===== config.mk =====
export PLATFORM = sky130hd
export DESIGN_NAME = demux_host_com_area_port
export DESIGN_NICKNAME = d
export VERILOG_FILES = /design/src/demux_host_com_area_port.v /design/src/mbx_ram.v
export VERILOG_INCLUDE_DIRS = /design/src
export SDC_FILE = /design/constraint.sdc
export NUM_CORES = 2
export LEC_CHECK = 0
export BUFFER_PORTS_ARGS = -buffer_cell sky130_fd_sc_hd__buf_2
export CAP_MARGIN = 20
export CORE_ASPECT_RATIO = 0.8
export CORE_MARGIN = 2
export CORE_UTILIZATION = 45
export DETAILED_ROUTE_END_ITERATION = 6
export PLACE_DENSITY = 0.57
export SLEW_MARGIN = 10
export SYNTH_ARGS = -nofsm -noshare
export SYNTH_HDL_FRONTEND = slang
export SYNTH_SLANG_ARGS = --single-unit

===== constraint.sdc =====
create_clock -name mclk -period 5.52 [get_ports mclk]
set_input_delay 0.276 -clock mclk [delete_from_list [all_inputs] [get_ports mclk]]
set_output_delay 0.276 -clock mclk [all_outputs]
set_load 0.05 [all_outputs]

===== src/com_area_regs.vh =====
// Register locations, target addresses and reset values of the com area
`ifndef COM_AREA_REGS_VH
`define COM_AREA_REGS_VH

// --------------------------------------------------------------------
// Direct locations 00-07 and indirect locations 08-09 on the four address pins
// --------------------------------------------------------------------
`define LOC_MBX_RD_PTR 4'h0
`define LOC_MBX_WR_PTR 4'h1
`define LOC_MBX_IO 4'h2
`define LOC_H2P_IRQ 4'h3
`define LOC_P2H_IRQ 4'h4
`define LOC_CTRL_LO 4'h5
`define LOC_CTRL_HI 4'h6
`define LOC_MASK_HI 4'h7
`define LOC_IND_ADDR 4'h8
`define LOC_IND_DATA 4'h9

// --------------------------------------------------------------------
// Target addresses in the multiplexed map
// --------------------------------------------------------------------
`define MA_MBX_RD_PTR 8'h48
`define MA_MBX_WR_PTR 8'h4a
`define MA_MBX_IO 8'h4c
`define MA_H2P_IRQ 8'h50
`define MA_P2H_IRQ 8'h58
`define MA_CTRL_LO 8'h60
`define MA_CTRL_HI 8'h61
`define MA_MASK_HI 8'h75
`define MA_NONE 8'hff

// --------------------------------------------------------------------
// Reset values and field positions
// --------------------------------------------------------------------
`define RST_BYTE 8'h00
`define RST_BIT 1'b0
`define RD_ZERO 8'h00
`define BUSY_BIT 0
`define PIN_CS 14
`define PIN_RD 13
`define PIN_WR 12
`define PIN_W 15

`endif


===== src/demux_host_com_area_port.v =====
// Demultiplexed host port into the host/processor communication area
`timescale 1ns/1ps
`include "com_area_regs.vh"

// Functional notes
// (RQ1) Address on four address pins, data on eight data pins, no address phase.
// (RQ2) Three low address pins select eight directly mapped locations.
// (RQ3) Fourth pin adds indirect locations reaching the whole communication area; location 09 reaches only the eight mapped target addresses.
// (RQ4) Direct locations decode only to the mirrored communication registers.
// (RQ5) Host writes target address to location 08 before using location 09.
// (RQ6) Location 09 reads the target location; writes update it.
// (RQ7) Locations 00-07 behave exactly like their multiplexed counterparts.
// (RQ8) Locations 0A-0F reserved: writes ignored, reads return zero.
// (RQ9) Each mailbox I/O access increments its pointer, wrapping to zero.
// (RQ10) Host soft interrupt write raises processor status and sets busy bit.
module demux_host_com_area_port (
	// Clock and reset
	input wire mclk,
	input wire sys_rst,
	// Host bus pins
	input wire cs_n_pin,
	input wire rd_n_pin,
	input wire wr_n_pin,
	input wire [2:0] addr_low_pin,
	input wire indirect_select_pin,
	input wire [7:0] ad_in,
	output wire [7:0] ad_out,
	output wire ad_oe,
	// Processor side mailbox
	input wire dsp_mbx_wr,
	input wire [7:0] dsp_mbx_waddr,
	input wire [7:0] dsp_mbx_wdata,
	input wire [7:0] dsp_mbx_raddr,
	output wire [7:0] dsp_mbx_rdata,
	// Processor side soft interrupts
	input wire dsp_h2p_ack,
	input wire dsp_h2p_busy_clr,
	input wire dsp_p2h_wr,
	input wire [7:0] dsp_p2h_vec,
	output wire host_to_proc_soft_irq,
	output wire [7:0] h2p_vec,
	output wire host_irq_busy_flag,
	output wire proc_irq_busy_flag,
	output wire dint_status,
	// Control words and interrupt high byte
	input wire [7:0] dsp_ctrl_lo,
	input wire [7:0] dsp_ctrl_hi,
	input wire [7:0] irq_status_high,
	output wire [7:0] ctrl_h2d_lo,
	output wire [7:0] ctrl_h2d_hi,
	output wire [7:0] irq_mask_high
);

	// --------------------------------------------------------------------
	// Declarations
	// --------------------------------------------------------------------
	reg [`PIN_W-1:0] sync1_ff;
	reg [`PIN_W-1:0] sync2_ff;
	reg [`PIN_W-1:0] sync3_ff;
	reg [`PIN_W-1:0] flt_ff;
	reg rd_act_ff;
	reg wr_act_ff;
	reg [3:0] wr_loc_ff;
	reg [7:0] wr_data_ff;
	reg [7:0] rd_ma_ff;
	reg [7:0] tgt_addr_ff;
	reg [7:0] ad_out_ff;
	reg ad_oe_ff;
	reg [7:0] mbx_rd_ptr_ff;
	reg [7:0] mbx_wr_ptr_ff;
	reg [7:0] h2p_vec_ff;
	reg h2p_irq_ff;
	reg h2p_busy_ff;
	reg [7:0] p2h_vec_ff;
	reg dint_ff;
	reg p2h_busy_ff;
	reg [7:0] ctrl_lo_ff;
	reg [7:0] ctrl_hi_ff;
	reg [7:0] mask_hi_ff;
	reg [7:0] dsp_rdata_ff;
	wire rd_act;
	wire wr_act;
	wire rd_start;
	wire rd_end;
	wire wr_end;
	wire [3:0] pin_loc;
	wire [7:0] w_ma;
	wire wr_go;
	wire h_mbx_rd;
	wire h_p2h_rd;
	wire h_mbx_wr;
	wire [7:0] h2d_rdata;
	wire [7:0] d2h_rdata;

	// --------------------------------------------------------------------
	// Decode helpers
	// --------------------------------------------------------------------
	// Local location to target address; 08 is handled by the caller
	function [7:0] map_addr;
		input [3:0] loc;
		input [7:0] tgt;
		begin
			case (loc)
				`LOC_MBX_RD_PTR: map_addr = `MA_MBX_RD_PTR; // RQ4
				`LOC_MBX_WR_PTR: map_addr = `MA_MBX_WR_PTR; // RQ4
				`LOC_MBX_IO: map_addr = `MA_MBX_IO; // RQ4
				`LOC_H2P_IRQ: map_addr = `MA_H2P_IRQ; // RQ4
				`LOC_P2H_IRQ: map_addr = `MA_P2H_IRQ; // RQ4
				`LOC_CTRL_LO: map_addr = `MA_CTRL_LO; // RQ4
				`LOC_CTRL_HI: map_addr = `MA_CTRL_HI; // RQ4
				`LOC_MASK_HI: map_addr = `MA_MASK_HI; // RQ4
				`LOC_IND_DATA: map_addr = tgt; // RQ6
				default: map_addr = `MA_NONE; // RQ8
			endcase
		end
	endfunction

	// Read value of a target address; unmapped targets read zero
	function [7:0] rd_val;
		input [7:0] ma;
		begin
			case (ma)
				`MA_MBX_RD_PTR: rd_val = mbx_rd_ptr_ff;
				`MA_MBX_WR_PTR: rd_val = mbx_wr_ptr_ff;
				`MA_MBX_IO: rd_val = d2h_rdata;
				`MA_H2P_IRQ: rd_val = {7'h00, h2p_busy_ff};
				`MA_P2H_IRQ: rd_val = p2h_vec_ff;
				`MA_CTRL_LO: rd_val = dsp_ctrl_lo;
				`MA_CTRL_HI: rd_val = dsp_ctrl_hi;
				`MA_MASK_HI: rd_val = irq_status_high;
				default: rd_val = `RD_ZERO; // RQ8
			endcase
		end
	endfunction

	// --------------------------------------------------------------------
	// Pin synchroniser and filter
	// --------------------------------------------------------------------
	// A bit of the filtered copy moves only when stages two and three agree
	always @(posedge mclk) begin
		if (sys_rst) begin
			sync1_ff <= {`PIN_W{1'b1}};
			sync2_ff <= {`PIN_W{1'b1}};
			sync3_ff <= {`PIN_W{1'b1}};
			flt_ff <= {`PIN_W{1'b1}};
		end else begin
			sync1_ff <= {cs_n_pin, rd_n_pin, wr_n_pin, indirect_select_pin,
				addr_low_pin, ad_in}; // RQ1
			sync2_ff <= sync1_ff;
			sync3_ff <= sync2_ff;
			flt_ff <= (sync2_ff & sync3_ff) | (flt_ff & (sync2_ff ^ sync3_ff));
		end
	end

	assign rd_act = ~flt_ff[`PIN_CS] & ~flt_ff[`PIN_RD];
	assign wr_act = ~flt_ff[`PIN_CS] & ~flt_ff[`PIN_WR];
	assign rd_start = rd_act & ~rd_act_ff;
	assign rd_end = ~rd_act & rd_act_ff;
	assign wr_end = ~wr_act & wr_act_ff;
	assign pin_loc = flt_ff[11:8]; // RQ2 RQ3

	// --------------------------------------------------------------------
	// Access tracking
	// --------------------------------------------------------------------
	// Write data is taken each cycle of the strobe and used at its end,
	// so a slow host that settles data late is still caught correctly
	always @(posedge mclk) begin
		if (sys_rst) begin
			rd_act_ff <= `RST_BIT;
			wr_act_ff <= `RST_BIT;
			wr_loc_ff <= 4'h0;
			wr_data_ff <= `RST_BYTE;
			rd_ma_ff <= `MA_NONE;
		end else begin
			rd_act_ff <= rd_act;
			wr_act_ff <= wr_act;
			if (wr_act) begin
				wr_loc_ff <= pin_loc; // RQ1
				wr_data_ff <= flt_ff[7:0]; // RQ1
			end
			if (rd_start) begin
				if (pin_loc == `LOC_IND_ADDR) begin
					rd_ma_ff <= `MA_NONE;
				end else begin
					rd_ma_ff <= map_addr(pin_loc, tgt_addr_ff); // RQ6
				end
			end
		end
	end

	// --------------------------------------------------------------------
	// Read data drive
	// --------------------------------------------------------------------
	always @(posedge mclk) begin
		if (sys_rst) begin
			ad_out_ff <= `RST_BYTE;
			ad_oe_ff <= `RST_BIT;
		end else if (rd_start) begin
			ad_oe_ff <= 1'b1;
			if (pin_loc == `LOC_IND_ADDR) begin
				ad_out_ff <= tgt_addr_ff; // RQ5
			end else begin
				ad_out_ff <= rd_val(map_addr(pin_loc, tgt_addr_ff)); // RQ6 RQ7
			end
		end else if (rd_end) begin
			ad_oe_ff <= 1'b0;
		end
	end

	// --------------------------------------------------------------------
	// Write decode and side effects
	// --------------------------------------------------------------------
	assign w_ma = map_addr(wr_loc_ff, tgt_addr_ff);
	assign wr_go = wr_end & (wr_loc_ff != `LOC_IND_ADDR);
	// Side effects fire at the end of a read, after the data was sampled
	assign h_mbx_rd = rd_end & (rd_ma_ff == `MA_MBX_IO); // RQ9
	assign h_p2h_rd = rd_end & (rd_ma_ff == `MA_P2H_IRQ); // RQ7
	assign h_mbx_wr = wr_go & (w_ma == `MA_MBX_IO); // RQ9

	always @(posedge mclk) begin
		if (sys_rst) begin
			tgt_addr_ff <= `RST_BYTE;
		end else if (wr_end && wr_loc_ff == `LOC_IND_ADDR) begin
			tgt_addr_ff <= wr_data_ff; // RQ5
		end
	end

	// Mailbox pointers; 8-bit counters wrap from the top back to zero
	always @(posedge mclk) begin
		if (sys_rst) begin
			mbx_rd_ptr_ff <= `RST_BYTE;
			mbx_wr_ptr_ff <= `RST_BYTE;
		end else begin
			if (wr_go && w_ma == `MA_MBX_RD_PTR) begin
				mbx_rd_ptr_ff <= wr_data_ff; // RQ7
			end else if (h_mbx_rd) begin
				mbx_rd_ptr_ff <= mbx_rd_ptr_ff + 8'h01; // RQ9
			end
			if (wr_go && w_ma == `MA_MBX_WR_PTR) begin
				mbx_wr_ptr_ff <= wr_data_ff; // RQ7
			end else if (h_mbx_wr) begin
				mbx_wr_ptr_ff <= mbx_wr_ptr_ff + 8'h01; // RQ9
			end
		end
	end

	// Soft interrupts; a set in the same cycle as a clear wins
	always @(posedge mclk) begin
		if (sys_rst) begin
			h2p_vec_ff <= `RST_BYTE;
			h2p_irq_ff <= `RST_BIT;
			h2p_busy_ff <= `RST_BIT;
			p2h_vec_ff <= `RST_BYTE;
			dint_ff <= `RST_BIT;
			p2h_busy_ff <= `RST_BIT;
		end else begin
			if (wr_go && w_ma == `MA_H2P_IRQ) begin
				h2p_vec_ff <= wr_data_ff; // RQ10
				h2p_irq_ff <= 1'b1; // RQ10
				h2p_busy_ff <= 1'b1; // RQ10
			end else begin
				if (dsp_h2p_ack) begin
					h2p_irq_ff <= 1'b0;
				end
				if (dsp_h2p_busy_clr) begin
					h2p_busy_ff <= 1'b0;
				end
			end
			if (dsp_p2h_wr) begin
				p2h_vec_ff <= dsp_p2h_vec;
				dint_ff <= 1'b1;
				p2h_busy_ff <= 1'b1;
			end else begin
				if (h_p2h_rd) begin
					dint_ff <= 1'b0; // RQ7
				end
				if (wr_go && w_ma == `MA_P2H_IRQ) begin
					p2h_busy_ff <= wr_data_ff[`BUSY_BIT]; // RQ7
				end
			end
		end
	end

	// Control words and interrupt mask high byte
	always @(posedge mclk) begin
		if (sys_rst) begin
			ctrl_lo_ff <= `RST_BYTE;
			ctrl_hi_ff <= `RST_BYTE;
			mask_hi_ff <= `RST_BYTE;
		end else if (wr_go) begin
			case (w_ma)
				`MA_CTRL_LO: ctrl_lo_ff <= wr_data_ff; // RQ7
				`MA_CTRL_HI: ctrl_hi_ff <= wr_data_ff; // RQ7
				`MA_MASK_HI: mask_hi_ff <= wr_data_ff; // RQ7
				default: mask_hi_ff <= mask_hi_ff; // RQ8
			endcase
		end
	end

	// --------------------------------------------------------------------
	// Mailbox halves
	// --------------------------------------------------------------------
	mbx_ram u_h2d_mbx (
		.mclk(mclk),
		.wr_en(h_mbx_wr),
		.wr_addr(mbx_wr_ptr_ff),
		.wr_data(wr_data_ff),
		.rd_addr(dsp_mbx_raddr),
		.rd_data(h2d_rdata)
	);

	mbx_ram u_d2h_mbx (
		.mclk(mclk),
		.wr_en(dsp_mbx_wr),
		.wr_addr(dsp_mbx_waddr),
		.wr_data(dsp_mbx_wdata),
		.rd_addr(mbx_rd_ptr_ff),
		.rd_data(d2h_rdata)
	);

	always @(posedge mclk) begin
		if (sys_rst) begin
			dsp_rdata_ff <= `RST_BYTE;
		end else begin
			dsp_rdata_ff <= h2d_rdata;
		end
	end

	// --------------------------------------------------------------------
	// Outputs
	// --------------------------------------------------------------------
	assign ad_out = ad_out_ff;
	assign ad_oe = ad_oe_ff;
	assign dsp_mbx_rdata = dsp_rdata_ff;
	assign host_to_proc_soft_irq = h2p_irq_ff;
	assign h2p_vec = h2p_vec_ff;
	assign host_irq_busy_flag = h2p_busy_ff;
	assign proc_irq_busy_flag = p2h_busy_ff;
	assign dint_status = dint_ff;
	assign ctrl_h2d_lo = ctrl_lo_ff;
	assign ctrl_h2d_hi = ctrl_hi_ff;
	assign irq_mask_high = mask_hi_ff;

endmodule // demux_host_com_area_port


===== src/mbx_ram.v =====
// One 256-byte mailbox half: one write port, one read port
`timescale 1ns/1ps

module mbx_ram (
	// Clock
	input wire mclk,
	// Write side
	input wire wr_en,
	input wire [7:0] wr_addr,
	input wire [7:0] wr_data,
	// Read side
	input wire [7:0] rd_addr,
	output wire [7:0] rd_data
);

	reg [7:0] mem [0:255];

	// --------------------------------------------------------------------
	// Storage
	// --------------------------------------------------------------------
	// Contents are not reset; software always writes before reading
	always @(posedge mclk) begin
		if (wr_en) begin
			mem[wr_addr] <= wr_data;
		end
	end

	assign rd_data = mem[rd_addr];

endmodule // mbx_ram


==> flow_summary.json <==
{
  "synth_area_um2": 166000,
  "drc": 0,
  "synth_common_cells": "edfxtp_1 (4096), mux4_2 (1116), nor2_1 (660)",
  "fp.dieW_um": 683,
  "synth_edf_count": 4096,
  "p_per_area_nw_per_um2": 352,
  "final_net_count": 8306,
  "ant_nets": 0,
  "num_vias": 83846,
  "tns_ps": 0,
  "cts-root-buf": "clkbuf_16",
  "via_per_inst": 6.22,
  "track_usage_pct": 24.2,
  "max-vdd-ir-drop_uv": 303,
  "drtPass1Iterations": 7,
  "synth_top_area_cell": "edfxtp_1",
  "seq_area_frac_synth_pct": 76.3,
  "clk-insertion-delay-late_ps": 970,
  "crit_buf_inv": 2,
  "grt_pass1_vias": 81337,
  "cts.htree.levels": 5,
  "synthTopCellsByArea": "edfxtp_1 (74%), mux4_2 (15%), dfxtp_1 (2.1%), nor2_1 (1.5%), mux2i_1 (1.3%)",
  "synth_seq_cells": 4271,
  "path_cells": "buf_12, buf_12, mux4_2, nor3_1, o31ai_1, a21oi_1, o41ai_1, a32o_1",
  "grt_max_degree": 177,
  "numCtsBuffers": 416,
  "worstPathArrival_ps": 5530,
  "synthDistinctLibCells": 89,
  "critical_path_class": "flip-flop to flip-flop",
  "fmax_mhz": 216,
  "hold_slack_ps": 2.57,
  "worstMarginPinSlew_ps": 1390,
  "cts.sinks": 4271,
  "hold_path_class": "input pin to flip-flop",
  "status": "finished, final reports clean",
  "cts_hold_buf": 60,
  "slew_violations": 0,
  "clkTransAtPathRegs_ps": 60,
  "power_leakage_uw": 0.0574,
  "initial_core_util_pct": 45.2,
  "ys.flop_type": "edfxtp_1",
  "synth_fp_nets": 7939,
  "skew_ps": 78.2,
  "critPathMaxStageDelay_ps": 1210,
  "port_buffers": 129,
  "num_rows": 199,
  "die_y_um": 547,
  "dpl.hpwl_mm": 280,
  "post-route-min-period_ps": 4620,
  "grt_pass1_wl_mm": 640,
  "wl_mm": 459,
  "ys_warn_count": 0,
  "area_growth_pct": 12.9,
  "io_pins": 130,
  "required_ps": 6430,
  "drtIter0Drc": 12218,
  "gp_congestion": 0.889,
  "final_hold_viol_count": 0,
  "synth_cells": 7840,
  "clockBufferDepth": 4,
  "cts.repair.resized": 0,
  "maxSlewHeadroom_pct": 6.14,
  "start_kind": "flip-flop",
  "placeableCoreArea_um2": 367000,
  "maxCapViolations": 0,
  "cts_tree": "built",
  "fin_crit_sh_pct": 83.7,
  "antenna_found_initial": 34,
  "post-synth-top-count-cell": "edfxtp_1",
  "yosys.area.top_type_share_pct": 74.2,
  "setup_viol_count_final": 0,
  "rsz0062_at_grt": "false",
  "crit_slowest_cell": "o41ai_1",
  "end_kind": "flip-flop",
  "grt.overflow.total": 0,
  "cp_max_fo": 38,
  "synthArstFlopShare_pct": 0,
  "post_drt_wl_per_cell_um": 34.0,
  "postSynthAreaPerCell_um2": 21.1,
  "crit_path_frequent_cell": "buf_12",
  "die_area_um2": 373000,
  "post_cts_buffers": 0,
  "drive_above_1_share_pct": 25.5,
  "path_delay_family": "compound AO/OA/AOI/OAI gates"
}
-- routing by layer --
layer / vias up / GRT usage [%] / routed length (um)
met2: 4860 / 33.9 / 196000
met4: 14 / 4.80 / 9040
met1: 44945 / 37.8 / 199000
met5: - / 0.395 / 289
li1: 33441 / - / -
met3: 586 / 7.05 / 54600
-- report_power, final --
part	internal, uW	total (uW)	leakage (uW)	switching [uW]
combinational	669	1780	0.0120	1110
sequential	35300	35400	0.0388	45.5
clock	16500	28800	0.00664	12300
total	52500	65900	0.0574	13400
-- area by class of cell --
type | count | area (um^2)
inverter | 24 | 93.8
clock buffer | 508 | 10900
tap | 4924 | 6160
fill | 28748 | 180000
antenna | 8 | 20.0
multi-input combinational | 3071 | 36900
timing repair buffer | 423 | 3740
sequential | 4271 | 127000
clock inverter | 253 | 2740
-- placed cells by master, fill, tap and decap left out, types with 60 or more instances in the layout --
master / instances
edfxtp_1: 4096
mux4_2: 1116
nor2_1: 656
clkbuf_16: 423
mux2i_1: 208
nand2_1: 200
buf_4: 184
dfxtp_1: 160
buf_2: 116
clkinv_1: 93
a22oi_1: 84
clkbuf_1: 82
a21oi_1: 81
nand3_1: 75
a221oi_1: 66
clkinv_2: 65
dlygate4sd3_1: 60
-- through the flow --
stage	util, %	worst slack (ps)	cells	power [uW]	instance area [um^2]
2_1_floorplan	-	1270	7840	37000	166000
6_report	51.0	900	13482	65900	187000
3_3_place_gp	47.1	1120	12644	37800	173000
5_1_grt	51.0	696	13476	67600	187000
4_1_cts	51.0	932	13467	66300	187000
3_5_place_dp	47.1	1010	12646	37800	173000
-- registers in the layout, indices dropped and copies added (netlist names), 15 cells and up, named ones only --
signal / count
sync3_ff: 15
flt_ff: 15
u_h2d_mbx.mem: 2048
u_d2h_mbx.mem: 2048
sync2_ff: 15
sync1_ff: 15
-- path summary, 6_finish.rpt --
check,start,endpoint,slack (ps),cells past startpoint
worst max-delay path,flip-flop,ad_out[2],900,8
worst min-delay path,dsp_mbx_wdata[1],u_d2h_mbx.mem[245][1],3,1
worst max register to register,flip-flop,ad_out[2],900,8
worst min register to register,sync1_ff[13],sync2_ff[13],410,1
-- kinds of logic (layout without fill, tap and decap cells) --
family          count (synthesis)  after routing  synth area share, %
fa+ha+maj                      24             24                0.178
other cells                     0              8                    0
flops                        4271           4271                 76.3
mux                          1337           1337                 16.5
simple gates                 1202           1202                 3.24
xor+xnor                        7              7               0.0370
buf+inv                       498           1208                 1.52
compound gates                501            501                 2.22
No activity file was read; power rests on OpenSTA's default activity.
